--- config.mk ---
export PLATFORM = sky130hd
export DESIGN_NAME = chgcfg_regs
export DESIGN_NICKNAME = d
export VERILOG_FILES = /design/src/chgcfg_pkg.sv /design/src/chgcfg_decode.sv /design/src/chgcfg_regs.sv
export VERILOG_INCLUDE_DIRS = /design/src
export SDC_FILE = /design/constraint.sdc
export NUM_CORES = 1
export LEC_CHECK = 0
export BUFFER_PORTS_ARGS = -buffer_cell sky130_fd_sc_hd__buf_2
export CAP_MARGIN = 10
export CORE_ASPECT_RATIO = 0.75
export CORE_MARGIN = 3
export CORE_UTILIZATION = 40
export DETAILED_ROUTE_END_ITERATION = 12
export MAX_ROUTING_LAYER = met4
export SLEW_MARGIN = 25
export SYNTH_ARGS = -nofsm -noshare
export SYNTH_HDL_FRONTEND = slang
export SYNTH_HIERARCHICAL = 1
export SYNTH_SLANG_ARGS = --single-unit
--- constraint.sdc ---
create_clock -name I_CLK_SYS -period 4.1 [get_ports I_CLK_SYS]
set_input_delay 1.23 -clock I_CLK_SYS [delete_from_list [all_inputs] [get_ports I_CLK_SYS]]
set_output_delay 1.23 -clock I_CLK_SYS [all_outputs]
set_load 0.1 [all_outputs]
--- src/chgcfg_map.svh ---
`ifndef CHGCFG_MAP_SVH
`define CHGCFG_MAP_SVH
// ************************************************************
// register offsets
// ************************************************************
`define CHGCFG_ADDR_THRESH   8'h05
`define CHGCFG_ADDR_TIMER    8'h06
`define CHGCFG_ADDR_FUNC     8'h07
// ************************************************************
// field positions
// ************************************************************
`define CHGCFG_RCH_LSB       5
`define CHGCFG_DEAD_LSB      3
`define CHGCFG_WEAK_LSB      0
`define CHGCFG_TEND_BIT      6
`define CHGCFG_CTMR_EN_BIT   5
`define CHGCFG_CTMR_PER_LSB  3
`define CHGCFG_WD_EN_BIT     2
`define CHGCFG_WD_PER_BIT    1
`define CHGCFG_WD_RST_BIT    0
`define CHGCFG_TEMP_BIT      7
`define CHGCFG_PKSD_BIT      6
`define CHGCFG_BMON_BIT      5
`define CHGCFG_THR_BIT       4
`define CHGCFG_CONV_BIT      3
`define CHGCFG_EOC_BIT       2
`define CHGCFG_TRK_BIT       1
`define CHGCFG_CHG_BIT       0
// ************************************************************
// reset values and write mask
// ************************************************************
`define CHGCFG_RST_THRESH    8'h6b
`define CHGCFG_RST_TIMER     8'h78
`define CHGCFG_RST_FUNC      8'h4e
`define CHGCFG_WMASK_7BIT    8'h7f
// ************************************************************
// timing
// ************************************************************
`define CHGCFG_CLK_HZ        40000000
`define CHGCFG_DEGLITCH_MS   31
`define CHGCFG_DEGLITCH_CYC  ((`CHGCFG_CLK_HZ / 1000) * `CHGCFG_DEGLITCH_MS)
`endif

--- src/chgcfg_pkg.sv ---
package chgcfg_pkg;
  typedef enum logic [1:0] {CHGCFG_IDLE, CHGCFG_WRITE, CHGCFG_READ} chgcfg_acc_t;
  typedef struct packed {
    logic [7:0]  thresh;
    logic [7:0]  timer;
    logic [7:0]  func;
    logic        wd_restart;
    logic [7:0]  rdata;
    logic        strap_done;
    logic [31:0] dg_cnt;
    logic        eoc_ok;
  } chgcfg_state_t;
endpackage

--- src/chgcfg_decode.sv ---
`timescale 1ns/1ps
`include "chgcfg_map.svh"
// ************************************************************
// address decode shared by read and write paths
// ************************************************************
module chgcfg_decode
  import chgcfg_pkg::*;
(
  input  wire logic [7:0] i_addr,
  output logic      [2:0] o_sel
);
  function automatic logic [2:0] chgcfg_sel(input logic [7:0] a);
    chgcfg_sel = {a == `CHGCFG_ADDR_FUNC, a == `CHGCFG_ADDR_TIMER, a == `CHGCFG_ADDR_THRESH};
  endfunction
  // one-hot select, zero for unmapped addresses
  assign o_sel = chgcfg_sel(i_addr);
endmodule

--- src/chgcfg_regs.sv ---
`timescale 1ns/1ps
`include "chgcfg_map.svh"
// Contract
// - recharge threshold field bits 6:5, codes 80..260 mV, reset 11.
// - dead battery threshold bits 4:3, 2.4/2.5/2.6/3.3 V, reset 01.
// - weak battery threshold bits 2:0, 2.7..3.4 V steps, reset 011.
// - complete timer disabled bypasses timer, 31 ms deglitch still applies; reset one.
// - charge timer runs only while its enable is set; reset one.
// - charge timer period field selects 15/150 to 60/600 minutes, reset 11.
// - watchdog stays disabled while its enable is zero; reset zero.
// - watchdog period bit selects 32 s or 64 s window; reset zero.
// - host writes one to restart; device clears the bit by itself.
// - temperature profile not applied while its enable is zero; reset zero.
// - peak shutdown disable set means only the flag is raised; reset one.
// - battery monitor enable keeps monitor on with low usb input.
// - thermistor source enable keeps source on with low usb input.
// - converter enable zero disables converter; reset one; the code keeps it on while trickle enable is zero.
// - end of charge allowed only while its enable is one; reset one.
// - trickle enable zero disables trickle, enables converter; reset one.
// - charging enabled only when charge and converter enables are one; strap reset.
module chgcfg_regs
  import chgcfg_pkg::*;
#(
  parameter int DEGLITCH_CYC = `CHGCFG_DEGLITCH_CYC
)(
  input  wire logic       I_CLK_SYS,
  input  wire logic       I_RST_N,
  input  wire logic       i_WR,
  input  wire logic       i_RD,
  input  wire logic [7:0] i_ADDR,
  input  wire logic [7:0] i_WDATA,
  input  wire logic       i_CHARGE_STRAP,
  input  wire logic       i_USB_VALID,
  input  wire logic       i_EOC_DETECT,
  input  wire logic       i_PEAK_EVENT,
  output logic      [7:0] o_RDATA,
  output logic      [1:0] o_RECHARGE_SEL,
  output logic      [1:0] o_DEAD_SEL,
  output logic      [2:0] o_WEAK_SEL,
  output logic            o_COMPLETE_TIMER_RUN,
  output logic            o_EOC_QUALIFIED,
  output logic            o_CHARGE_TIMER_RUN,
  output logic      [1:0] o_CHARGE_PERIOD_SEL,
  output logic            o_WATCHDOG_RUN,
  output logic            o_WATCHDOG_PERIOD_SEL,
  output logic            o_WATCHDOG_RESTART,
  output logic            o_TEMP_PROFILE_ON,
  output logic            o_PEAK_SHUTDOWN,
  output logic            o_PEAK_FLAG,
  output logic            o_BATTERY_MONITOR_ON,
  output logic            o_THERMISTOR_SOURCE_ON,
  output logic            o_CONVERTER_ON,
  output logic            o_TRICKLE_ON,
  output logic            o_CHARGE_ON
);
  chgcfg_state_t st;
  chgcfg_state_t next_st;
  logic [2:0]    sel;

  // ************************************************************
  // address decode
  // ************************************************************
  chgcfg_decode u_dec (
    .i_addr (i_ADDR),
    .o_sel  (sel)
  );

  // ************************************************************
  // next state
  // ************************************************************
  always_comb begin
    next_st = st;
    next_st.wd_restart = 1'b0; // self clearing after one cycle
    // charge enable is caught from the strap on the first edge after release
    if (!st.strap_done) begin
      next_st.strap_done = 1'b1;
      next_st.func[`CHGCFG_CHG_BIT] = i_CHARGE_STRAP;
    end
    if (i_WR) begin
      if (sel[0]) begin
        next_st.thresh = i_WDATA & `CHGCFG_WMASK_7BIT;
      end
      if (sel[1]) begin
        next_st.timer = {1'b0, i_WDATA[6:1], 1'b0};
        next_st.wd_restart = i_WDATA[`CHGCFG_WD_RST_BIT];
      end
      if (sel[2]) begin
        next_st.func = i_WDATA;
      end
    end
    if (i_RD) begin
      // restart bit is write-only and reads zero
      next_st.rdata = ({8{sel[0]}} & st.thresh) | ({8{sel[1]}} & st.timer) | ({8{sel[2]}} & st.func);
    end
    // deglitch end-of-charge when the completion timer is bypassed
    if (!i_EOC_DETECT) begin
      next_st.dg_cnt = '0;
      next_st.eoc_ok = 1'b0;
    end else if (st.dg_cnt >= 32'(DEGLITCH_CYC - 1)) begin
      next_st.eoc_ok = 1'b1;
    end else begin
      next_st.dg_cnt = st.dg_cnt + 32'd1;
    end
  end

  // ************************************************************
  // state register, constants only under reset
  // ************************************************************
  always_ff @(posedge I_CLK_SYS or negedge I_RST_N) begin
    if (!I_RST_N) begin
      st <= '{thresh: `CHGCFG_RST_THRESH, timer: `CHGCFG_RST_TIMER, func: `CHGCFG_RST_FUNC,
              wd_restart: 1'b0, rdata: 8'h00, strap_done: 1'b0, dg_cnt: 32'h0, eoc_ok: 1'b0};
    end else begin
      st <= next_st;
    end
  end

  // ************************************************************
  // read data and outputs to the analog charger
  // ************************************************************
  assign o_RDATA               = st.rdata;
  assign o_RECHARGE_SEL        = st.thresh[`CHGCFG_RCH_LSB +: 2];
  assign o_DEAD_SEL            = st.thresh[`CHGCFG_DEAD_LSB +: 2];
  assign o_WEAK_SEL            = st.thresh[`CHGCFG_WEAK_LSB +: 3];
  assign o_COMPLETE_TIMER_RUN  = st.timer[`CHGCFG_TEND_BIT];
  // with the timer bypassed, only the deglitched detect may end charging
  assign o_EOC_QUALIFIED       = st.func[`CHGCFG_EOC_BIT] & st.eoc_ok;
  assign o_CHARGE_TIMER_RUN    = st.timer[`CHGCFG_CTMR_EN_BIT];
  assign o_CHARGE_PERIOD_SEL   = st.timer[`CHGCFG_CTMR_PER_LSB +: 2];
  assign o_WATCHDOG_RUN        = st.timer[`CHGCFG_WD_EN_BIT];
  assign o_WATCHDOG_PERIOD_SEL = st.timer[`CHGCFG_WD_PER_BIT];
  assign o_WATCHDOG_RESTART    = st.wd_restart;
  assign o_TEMP_PROFILE_ON     = st.func[`CHGCFG_TEMP_BIT];
  assign o_PEAK_SHUTDOWN       = i_PEAK_EVENT & ~st.func[`CHGCFG_PKSD_BIT];
  assign o_PEAK_FLAG           = i_PEAK_EVENT;
  assign o_BATTERY_MONITOR_ON  = i_USB_VALID | st.func[`CHGCFG_BMON_BIT];
  assign o_THERMISTOR_SOURCE_ON = i_USB_VALID | st.func[`CHGCFG_THR_BIT];
  // trickle off forces the converter on
  assign o_CONVERTER_ON        = st.func[`CHGCFG_CONV_BIT] | ~st.func[`CHGCFG_TRK_BIT];
  assign o_TRICKLE_ON          = st.func[`CHGCFG_TRK_BIT];
  assign o_CHARGE_ON           = st.func[`CHGCFG_CHG_BIT] & st.func[`CHGCFG_CONV_BIT];

  // ************************************************************
  // deglitch checks
  // ************************************************************
  // independent count of how long the raw detect has stood, saturating at the deglitch time
  logic [31:0] eoc_hold;
  always_ff @(posedge I_CLK_SYS or negedge I_RST_N) begin
    if (!I_RST_N) begin
      eoc_hold <= 32'h0;
    end else if (!i_EOC_DETECT) begin
      eoc_hold <= 32'h0;
    end else if (eoc_hold < 32'(DEGLITCH_CYC)) begin
      eoc_hold <= eoc_hold + 32'd1;
    end
  end
endmodule
=== Word level (Yosys, flattened, before mapping) ===
Cells that the tools add are included.

* Add/sub/neg operators: 1
* $mul: 0
* Div/mod/pow operators: 0
* Order comparisons: 1
* Equality and inequality tests: 5
* Shift-type cells: 0
* Muxes and demuxes: 7
* Bitwise gates (word level): 13
* Reduce and logical (&&, ||, !) cells: 3

{| class="wikitable"
|+ Operator list
! operator !! number
|-
| $mux 33 || 1
|-
| $add 32x1->32 const B || 1
|-
| $ge 32x21->1 const B || 1
|-
| $mux 32 || 1
|-
| $eq 8x3->1 const B || 3
|-
| $and 8x7->8 || 2
|-
| $or 8x8->8 || 2
|-
| $and 8x8->8 || 1
|-
| $reduce_and 2->1 || 3
|-
| $mux 1 || 4
|-
| $and 1x1->1 || 3
|-
| $or 1x1->1 || 3
|-
| $mux 2 || 1
|-
| $ne 2x1->1 const B || 1
|-
| $ne 2x2->1 const B || 1
|-
| $not 1->1 || 2
|}

* Register bits after elaboration: 64
* Latch bits: 0
* Memory bits (writable): 0
* ROM bits: 0
* Input bits: 24
* Output and inout port bits: 31
* Logic and storage cells: 39
* Memories kept: 0

=== Longest topological paths before layout ===
Gate-level depths: netlist of the first run.

* Depth after elaboration: 4
* Gate-level depth with buffers: 7
* Depth with buffers taken out: 6

=== Hierarchy ===
The synthesis of the first run kept the hierarchy.

{| class="wikitable"
|+ Modules (own cells, without submodules)
! module !! instances !! cells an instance !! area each (sq um)
|-
| chgcfg_regs || 1 || 272 || 3005.4
|-
| chgcfg_decode || 1 || 5 || 56.3
|}

=== Least setup slack after synthesis of the first run ===
OpenSTA, ideal clock, no wires.

* Path type: input -> output
* Start point: input port i_PEAK_EVENT
* End point: output port o_PEAK_SHUTDOWN
* Arrival time: 2.564 ns
* Data required time: 2.870 ns
* Slack: 0.306 ns
* Stages: 1
* Buffers on the path: 0
* Cell sequence: nor2b_1

* Longest elaborated chain between the ends: 1

{| class="wikitable"
|+ RTL lines
! what !! RTL line !! RTL
|-
| start, declared || chgcfg_regs.sv:35 || <nowiki>input wire logic i_PEAK_EVENT,</nowiki>
|-
| $and 1x1->1 || chgcfg_regs.sv:134 || <nowiki>assign o_PEAK_SHUTDOWN = i_PEAK_EVENT & ~st.func[`CHGCFG_PKSD_BIT];</nowiki>
|-
| end, declared || chgcfg_regs.sv:48 || <nowiki>output logic o_PEAK_SHUTDOWN,</nowiki>
|}

No other way between the ends.

=== Worst setup path in the final report of the first run ===
* Start point: input port i_USB_VALID
* End point: output port o_BATTERY_MONITOR_ON

* Longest elaborated chain between the ends: 1

{| class="wikitable"
|+ RTL lines
! what !! RTL line !! RTL
|-
| start, declared || chgcfg_regs.sv:33 || <nowiki>input wire logic i_USB_VALID,</nowiki>
|-
| $or 1x1->1 || chgcfg_regs.sv:136 || <nowiki>assign o_BATTERY_MONITOR_ON = i_USB_VALID | st.func[`CHGCFG_BMON_BIT];</nowiki>
|-
| end, declared || chgcfg_regs.sv:50 || <nowiki>output logic o_BATTERY_MONITOR_ON,</nowiki>
|}

No other way between the ends.

==> metrics.csv, run 1 <==
metric,value,unit
setup_viol,0,
fmax,322,MHz
die_area,8750,um2
synthCells,277,
crit_type,primary input to output pin,
die_w,107,um
grt.total_usage,16.1,%
gp_congestion,0.855,
place_hpwl,4590,um
die_height,81.8,um
tns,0,ns
overflow,0,
slew_violations,0,
cp.required,2.87,ns
coreArea,7120,um2
hold_viol,0,
crit_path_start_kind,primary input,
grt_max_degree,65,
ys_seq_area_share,52.8,%
critPathArrivalTime,1.88,ns
cts_tree,yes,
hold_buffers,0,
relSlewSlack,39.2,%
regArea,1620,um2
n_fill_cell,697,
drive_gt1_share,34.8,%
holdCritPathClass,flip-flop to flip-flop,
irDropWorstVdd,0.213,mV
synth_area_leaders,"dfrtp_1 (42%), dfstp_2 (11%), mux2_2 (7.4%)",
hold_depth,1,
io-pin-count,55,
areaGrowthSynthToFinish,13.4,%
clkLatencyLatePin,0.34,ns
pre_cts_ws,0.994,ns
cts_setup_buffers,0,
ys.flop_type,dfrtp_1,
n_antenna_cell,0,
h-tree-depth,3,
ys_seq_elements,64,
grt_pass1_vias,2019,
start_util,43.0,%
yosysTopAreaCell,dfrtp_1,
ctsResizeCount,0,
period_share,75.8,%
syn_area,3060,um2
antenna_found_initial,0,
synth_nets,302,
slowest_stage,buf_2,
async_reset_ff_share,100,%
path_cells,buf_2 > or2_2 > buf_2,
synth-edff-count,0,
wl_per_cell,15.5,um
drtIter0Drc,99,
vias_per_cell,5.22,
layout_setup_ws,0.994,ns
clockRootBuffer,clkbuf_8,
power.density,384,nW/um2
reg2reg_depth,5,
p_leak,1.57,nW
fin_nets,339,
min_period,3.11,ns
synth_top_area_share,41.7,%
first_pass_iters,5,
drt-total-wl,6450,um
ys_warn_count,6,
cts_buffers,9,
tightest_slew,0.912,ns
crit_fanout,2,
maxCapViolCount,0,
num_rows,26,
final_util,48.8,%
avgSynthCellArea,11.1,um2
slowest_delay,0.29,ns
cts_max_path_buffers,2,
antenna_left,0,
grt_pass1_wl,10300,um
clk_pin_slew,0.06,ns
io_buffers,54,
vias,2176,
crit_top_cell,buf_2,
multi_input_area,1230,um2
clock_sinks,64,
status,completed,
yosysUniqueCellTypes,44,
drc,0,
end_kind,output pin,
fin_skew,0.00699,ns
grt_setup_unrepaired,false,
-- power breakdown --
part | switching (mW) | internal [mW]
sequential | 0.0144 | 0.655
combinational | 0.151 | 0.0361
clock | 0.226 | 0.251
-- flip-flops by register name (all words and copies together) (netlist names) --
register               count
o_DEAD_SEL                 2
o_CHARGE_TIMER_RUN         1
o_WATCHDOG_RUN             1
o_RDATA                    8
o_WATCHDOG_RESTART         1
o_CHARGE_PERIOD_SEL        2
o_RECHARGE_SEL             2
o_WEAK_SEL                 3
o_COMPLETE_TIMER_RUN       1
o_TEMP_PROFILE_ON          1
o_TRICKLE_ON               1
st                        40
o_WATCHDOG_PERIOD_SEL      1
-- path summary, 6_finish.rpt --
kind                                    start                       endpoint  slack (ns)
hold reg to reg            st[22]$_DFFE_PN0P_             st[22]$_DFFE_PN0P_        0.49
max in group asynchronous             I_RST_N  o_RECHARGE_SEL[0]$_DFFE_PN1P_        2.89
hold / removal             st[22]$_DFFE_PN0P_             st[22]$_DFFE_PN0P_        0.49
setup / recovery                  i_USB_VALID           o_BATTERY_MONITOR_ON        0.99
setup reg to reg           st[23]$_DFFE_PN0P_             st[10]$_DFFE_PN0P_        1.59
min in group asynchronous             I_RST_N             st[17]$_DFFE_PN0P_        0.89
-- Yosys cell counts, types with 9 or more instances --
library cell and count:
nand3_1 10, xnor2_1 9, nand2_1 13, nor2_1 20
and2_1 13, a21oi_1 19, dfrtp_1 51, buf_4 18
clkbuf_1 11, dfstp_2 13, mux2_2 20
-- placed cells by master (no fill, tap or decap), types with 2 or more instances in the layout --
| master | Yosys | routed |
|---|---|---|
| mux2_2 | 20 | 20 |
| nand3_1 | 10 | 10 |
| buf_2 | 1 | 54 |
| a21oi_1 | 19 | 19 |
| clkinv_2 | 0 | 2 |
| and2_1 | 13 | 13 |
| a211oi_1 | 6 | 6 |
| and4b_1 | 2 | 2 |
| xnor2_1 | 9 | 9 |
| or2_2 | 2 | 2 |
| nand2b_1 | 3 | 3 |
| mux2i_1 | 3 | 3 |
| dfstp_2 | 13 | 13 |
| nand4_1 | 4 | 4 |
| dfrtp_1 | 51 | 51 |
| nand2_1 | 13 | 13 |
| nor4_1 | 3 | 3 |
| nor2b_1 | 2 | 2 |
| a2111oi_0 | 3 | 3 |
| and3_1 | 3 | 3 |
| buf_4 | 18 | 2 |
| inv_1 | 6 | 6 |
| nor2_1 | 20 | 20 |
| clkbuf_1 | 11 | 2 |
| o31ai_1 | 4 | 4 |
| or3_1 | 4 | 4 |
| o21ai_0 | 6 | 6 |
| or4_1 | 4 | 4 |
| nor3_1 | 2 | 2 |
| clkbuf_8 | 0 | 11 |
| a222oi_1 | 6 | 6 |
| and4_1 | 2 | 2 |
-- cell families after synthesis --
logic type	synth area share [%]
AND/OR/NAND/NOR	17.2
flip-flops	52.8
AO/OA/AOI/OAI	11.5
buffers and inverters	7.03
multiplexers	8.34
XOR/XNOR	2.57
adder cells (fa/ha/maj)	0.409
other	0.122
-- worst max-delay path, delay by kind of cell --
kind	cells	cell delay, ns
buffers and inverters	2	0.39
and+or+nand+nor	1	0.25
-- stage by stage --
stage | instance area [um2] | hold slack, ns | power [mW] | std cells
floorplan | 3060 | 0.454 | 0.836 | 277
global placement | 3300 | 0.471 | 0.868 | 401
detailed placement | 3300 | 0.477 | 0.869 | 401
CTS | 3470 | 0.495 | 1.36 | 417
global route | 3470 | 0.505 | 1.40 | 417
finish | 3470 | 0.488 | 1.33 | 417
-- final cells by class --
cell class              instances  share of cell area, %
repair buffers                 57                   8.79
clock inverters                 3                  0.504
well taps                      98                   3.53
clock buffers                  13                   4.57
multi-input cells             176                   35.4
inverters                       6                  0.648
flip-flops and latches         64                   46.6
-- layer usage --
metal	global-route usage, %	share of wire (%)	up-vias
li1	-	-	1059
met1	23.2	50	1059
met2	20.8	42	52
met3	5.26	6.3	6
met5	-	0	-
met4	6.00	1.2	0
Note: power is estimated with default switching activity, not from simulation.
==> inputs of run 2 (changes only) <==
==> constraint.sdc (replaced) <==
create_clock -name I_CLK_SYS -period 3.05 [get_ports I_CLK_SYS]
set_input_delay 0.915 -clock I_CLK_SYS [delete_from_list [all_inputs] [get_ports I_CLK_SYS]]
set_output_delay 0.915 -clock I_CLK_SYS [all_outputs]
set_load 0.1 [all_outputs]
==> metrics.csv, run 2 (same netlist as run 1, synthesis figures left out) <==
metric,value,unit,change
coreArea,7120,um2,unchanged
irDropWorstVdd,0.231,mV,+8.6%
crit_path_start_kind,primary input,,
r2r_setup_slack,0.84,ns,-0.75 ns
antenna_found_initial,0,,unchanged
io-pin-count,55,,unchanged
slew_violations,0,,unchanged
path_cells,buf_2 > or2_2 > buf_2,,
wl_per_cell,15.5,um,+0.53%
overflow,0,,unchanged
cpLargestDelayFamily,buffers and inverters,,
power.density,535,nW/um2,+39%
grt_pass1_wl,10600,um,+3.0%
crit_top_cell,buf_2,,
grt.total_usage,16.4,%,+0.25 points
min_period,2.48,ns,
ctsResizeCount,0,,unchanged
die_area,8750,um2,unchanged
largest_reg_flops,40,,unchanged
io_buffers,54,,unchanged
die_height,81.8,um,unchanged
cts_buffers,9,,unchanged
pre_cts_ws,0.496,ns,-0.498 ns
drc,0,,unchanged
hold_viol,0,,unchanged
num_rows,26,,unchanged
fmax,403,MHz,
areaGrowthSynthToFinish,14.1,%,
slowest_stage,buf_2,,
clockRootBuffer,clkbuf_8,,
cts_max_path_buffers,2,,unchanged
cp_num_buf_inv,2,,unchanged
fin_skew,0.00639,ns,-0.000604 ns
h-tree-depth,3,,unchanged
layout_commonest_cell,buf_2,,
cts_setup_buffers,0,,unchanged
p_leak,1.58,nW,+0.18%
final_cell_mix,"buf_2 (54), dfrtp_1 (51), nor2_1 (20), mux2_2 (20), a21oi_1 (19)",,
die_w,107,um,unchanged
layout_setup_ws,0.571,ns,-0.423 ns
first_pass_iters,4,,-1
clkLatencyLatePin,0.34,ns,about the same
clock_sinks,64,,unchanged
slowest_delay,0.29,ns,about the same
drive_gt1_share,35.7,%,+0.94 points
crit_type,primary input to output pin,,
drt-total-wl,6480,um,+0.53%
start_util,43.0,%,unchanged
critPathArrivalTime,1.56,ns,-0.32 ns
grt_setup_unrepaired,false,,
end_kind,output pin,,
grt_max_degree,37,,-43%
n_antenna_cell,0,,unchanged
tns,0,ns,unchanged
tightest_slew,0.749,ns,-0.162 ns
hold_buffers,0,,unchanged
place_hpwl,4640,um,+1.1%
clk_pin_slew,0.07,ns,about the same
status,completed,,
cts_tree,yes,,
grt_pass1_vias,2088,,+3.4%
gp_congestion,0.917,,+7.3%
crit_fanout,2,,unchanged
relSlewSlack,49.7,%,+11 points
n_fill_cell,650,,-6.7%
vias_per_cell,5.20,,-0.41%
cp.required,2.13,ns,-0.74 ns
drtIter0Drc,128,,+29%
antenna_left,0,,unchanged
holdCritPathClass,flip-flop to flip-flop,,
largest_register,st,,
vias,2167,,-0.41%
fin_nets,339,,unchanged
period_share,81.3,%,
setup_viol,0,,unchanged
maxCapViolCount,0,,unchanged
run 2: per-stage QoR:
stage,std cells,area [um2],hold slack [ns],util [%],power (mW)
floorplan,277,3060,0.454,-,1.12
global placement,401,3300,0.471,46.3,1.17
detailed placement,401,3300,0.473,46.3,1.17
CTS,417,3490,0.494,49.1,1.90
global route,417,3490,0.511,49.1,1.96
finish,417,3490,0.489,49.1,1.87
run 2: worst paths after layout:
check | start | endpoint | cells past startpoint
max | i_USB_VALID | o_BATTERY_MONITOR_ON | 3
min | st[22]$_DFFE_PN0P_ | st[22]$_DFFE_PN0P_ | 1
max reg2reg | st[11]$_DFFE_PN0P_ | st[10]$_DFFE_PN0P_ | 5
min reg2reg | st[22]$_DFFE_PN0P_ | st[22]$_DFFE_PN0P_ | 1
max in group asynchronous | I_RST_N | o_WEAK_SEL[0]$_DFFE_PN1P_ | 2
min in group asynchronous | I_RST_N | st[27]$_DFFE_PN0P_ | 1
run 2: power breakdown:
part,internal [mW],switching [mW]
clock,0.377,0.342
combinational,0.0485,0.204
sequential,0.880,0.0194
run 2: final cells by class:
type	instances	area (um2)	area share, %
clock buffer	9	124	3.54
clock inverter	7	71.3	2.04
inverter	6	22.5	0.644
multi-input combinational	176	1230	35.2
sequential	64	1620	46.3
tap	98	123	3.51
timing repair buffer	57	305	8.74
run 2: per-layer routing:
layer | vias to the layer above | part of all wire, % | track usage [%]
li1 | 1059 | - | -
met1 | 1052 | 51 | 23.2
met2 | 49 | 43 | 21.7
met3 | 7 | 4.5 | 5.73
met4 | 0 | 1.5 | 5.24
met5 | - | 0 | -
==> inputs of run 3 (changes only) <==
--- a/config.mk
+++ b/config.mk
@@ -6,6 +6,7 @@
 export SDC_FILE = /design/constraint.sdc
 export NUM_CORES = 1
 export LEC_CHECK = 0
+export ABC_AREA = 1
 export BUFFER_PORTS_ARGS = -buffer_cell sky130_fd_sc_hd__buf_2
 export CAP_MARGIN = 10
 export CORE_ASPECT_RATIO = 0.75
==> constraint.sdc (replaced) <==
create_clock -name I_CLK_SYS -period 2.6 [get_ports I_CLK_SYS]
set_input_delay 0.78 -clock I_CLK_SYS [delete_from_list [all_inputs] [get_ports I_CLK_SYS]]
set_output_delay 0.78 -clock I_CLK_SYS [all_outputs]
set_load 0.1 [all_outputs]
==> metrics.csv, run 3 <==
metric,value,unit,change
h-tree-depth,3,,unchanged
syn_area,3510,um2,+15%
clock_sinks,64,,unchanged
met2_usage,27.1,%,+5.4 points
largest_reg_flops,40,,unchanged
detailed_place.area,3770,um2,+14%
holdWs,0.398,ns,-0.0906 ns
period_share,85.1,%,
r2r-start,st[1]$_DFFE_PN0P_,,
cts_tree,yes,,
grt_max_degree,47,,+27%
slowest_stage,buf_2,,
grt_pass1_wl,14700,um,+38%
ys_warn_count,6,,unchanged
ys.flop_type,dfrtp_1,,
wl_per_cell,13.6,um,-12%
synth-edff-count,0,,unchanged
grt.total_usage,19.0,%,+2.7 points
fin_nets,535,,+58%
rr_endpoint,st[6]$_DFFE_PN0P_,,
cts_max_path_buffers,2,,unchanged
synth_nets,495,,+64%
grt_use_met1,26.9,%,+3.8 points
coreArea,8200,um2,+15%
grt_pass1_vias,2940,,+41%
maxCapViolCount,0,,unchanged
num_rows,28,,+7.7%
hold_viol,0,,unchanged
p_leak,2.13,nW,+35%
reg2reg_depth,12,,+7
place_hpwl,6130,um,+32%
cp.required,1.82,ns,-0.31 ns
yosysUniqueCellTypes,28,,-36%
gp_congestion,0.959,,+4.5%
clkLatencyLatePin,0.33,ns,about the same
finish.instance_area,4100,um2,+17%
async_reset_ff_share,100,%,unchanged
fin_skew,0.00749,ns,+0.00110 ns
clk_pin_slew,0.05,ns,-0.02 ns
grt.met3_usage,4.31,%,-1.4 points
n_antenna_cell,0,,unchanged
drtIter0Drc,244,,+91%
slowest_delay,0.29,ns,about the same
n_fill_cell,823,,+27%
start_util,42.8,%,-0.19 points
ys_seq_area_share,46.1,%,-6.7 points
ctsResizeCount,0,,unchanged
antenna_left,0,,unchanged
yosys.cell_count.top_type,nand2_1,,
status,completed,,
synthCells,470,,+70%
areaGrowthSynthToFinish,16.8,%,
cpLargestDelayFamily,buffers and inverters,,
vias,3063,,+41%
drive_gt1_share,21.4,%,-14 points
top_usage_layer,met2,,
critPathArrivalTime,1.43,ns,-0.13 ns
synth_area_leaders,"dfrtp_1 (36%), nand2_1 (16%), dfstp_2 (9.7%)",,
largest_register,st,,
drc,0,,unchanged
irDropWorstVdd,0.387,mV,+67%
ys_seq_elements,64,,unchanged
end_kind,output pin,,
crit_path_start_kind,primary input,,
synthTopCellsByCount,"nand2_1 (146), nor2_1 (57), dfrtp_1 (51), inv_1 (50), nand3_1 (32)",,
die_area,9940,um2,+14%
fmax,452,MHz,
avgSynthCellArea,7.46,um2,-32%
min_period,2.21,ns,
cts_buffers,9,,unchanged
r2r_setup_slack,0.62,ns,-0.22 ns
io_buffers,54,,unchanged
io-pin-count,55,,unchanged
crit_type,primary input to output pin,,
overflow,0,,unchanged
die_height,87.1,um,+6.5%
setup_viol,0,,unchanged
layout_commonest_cell,nand2_1,,
cts_setup_buffers,0,,unchanged
multi_input_area,1480,um2,+20%
crit_fanout,2,,unchanged
cp_num_buf_inv,2,,unchanged
die_w,114,um,+6.6%
antenna_found_initial,0,,unchanged
grt_setup_unrepaired,false,,
final_cell_mix,"nand2_1 (146), nor2_1 (56), buf_2 (54)",,
crit_top_cell,buf_2,,
regArea,1620,um2,unchanged
holdCritPathClass,primary input to asynchronous set/reset pin,,
hold_buffers,0,,unchanged
tns,0,ns,unchanged
synth_top_area_share,36.4,%,-5.3 points
clockRootBuffer,clkbuf_16,,
final_util,50.0,%,+0.93 points
first_pass_iters,4,,unchanged
drt-total-wl,8440,um,+30%
slew_violations,0,,unchanged
power.density,652,nW/um2,+22%
yosysTopAreaCell,dfrtp_1,,
path_cells,buf_2 > or2_2 > buf_2,,
vias_per_cell,4.94,,-4.9%
critPathLaunch,i_USB_VALID,,
-- run 3: cell count changes in the layout (fill, tap and decap cells not counted), moves of 10 or more --
cell,delta
a21oi_1,-10
and2_1,-13
inv_1,+44
mux2_2,-19
nand2_1,+133
nand3_1,+22
nand4_1,+15
nor2_1,+36
o21ai_0,+16
-- run 3: cells by family after synthesis --
logic type	Yosys count	share of synthesized area (%)
adders and majority gates	1	0.357
xor gates and xnor gates	10	2.50
and+or+nand+nor	269	33.3
buffers and inverters	87	11.7
other	1	0.107
muxes	1	0.321
AOI/OAI and AO/OA	37	5.53
DFF	64	46.1
-- run 3: through the flow --
| step | setup WS, ns | instances | power [mW] |
|---|---|---|---|
| 2_1_floorplan | 0.236 | 470 | 1.33 |
| 4_1_cts | 0.379 | 620 | 2.70 |
| 3_5_place_dp | 0.383 | 604 | 1.39 |
| 3_3_place_gp | 0.394 | 604 | 1.38 |
| 6_report | 0.386 | 620 | 2.67 |
| 5_1_grt | 0.333 | 620 | 2.77 |
-- run 3: metal layers --
metal | routed length, um | share of wire (%)
met3 | 475 | 5.6
met5 | 0 | 0
met4 | 78 | 0.92
met2 | 3640 | 43
met1 | 4250 | 50
-- run 3: layout make-up --
type	instances	share of cell area (%)
Inverter	54	4.95
Clock inverter	5	1.95
Timing Repair Buffer	62	8.37
Tap cell	105	3.21
Multi-Input combinational cell	319	36.1
Sequential cell	64	39.5
Clock buffer	11	5.92
-- run 3: worst max-delay path by stage --
stage / end / depth (start not counted)
after CTS: o_CHARGE_ON / 3
after floorplan: o_PEAK_SHUTDOWN / 2
after global routing: o_CHARGE_ON / 3
after detailed placement: o_THERMISTOR_SOURCE_ON / 3
after global placement: o_THERMISTOR_SOURCE_ON / 3
final: o_THERMISTOR_SOURCE_ON / 3
-- run 3: power by group --
part / switching [mW] / internal, mW
clock network: 0.441 / 0.863
logic: 0.254 / 0.0551
registers: 0.0246 / 1.03
-- run 3: worst reg2reg max path, stage by stage, from the launching register on --
cell and delay (ns):
dfrtp_1 0.51, ha_1 0.31, nand2_2 0.11, nor2_1 0.10, nand2_1 0.06, nand2_1 0.05, nand2_1 0.05, nand2_1 0.09
nand2_2 0.08, nand2_4 0.17, buf_4 0.21, nand3_1 0.08, nand2_1 0.08
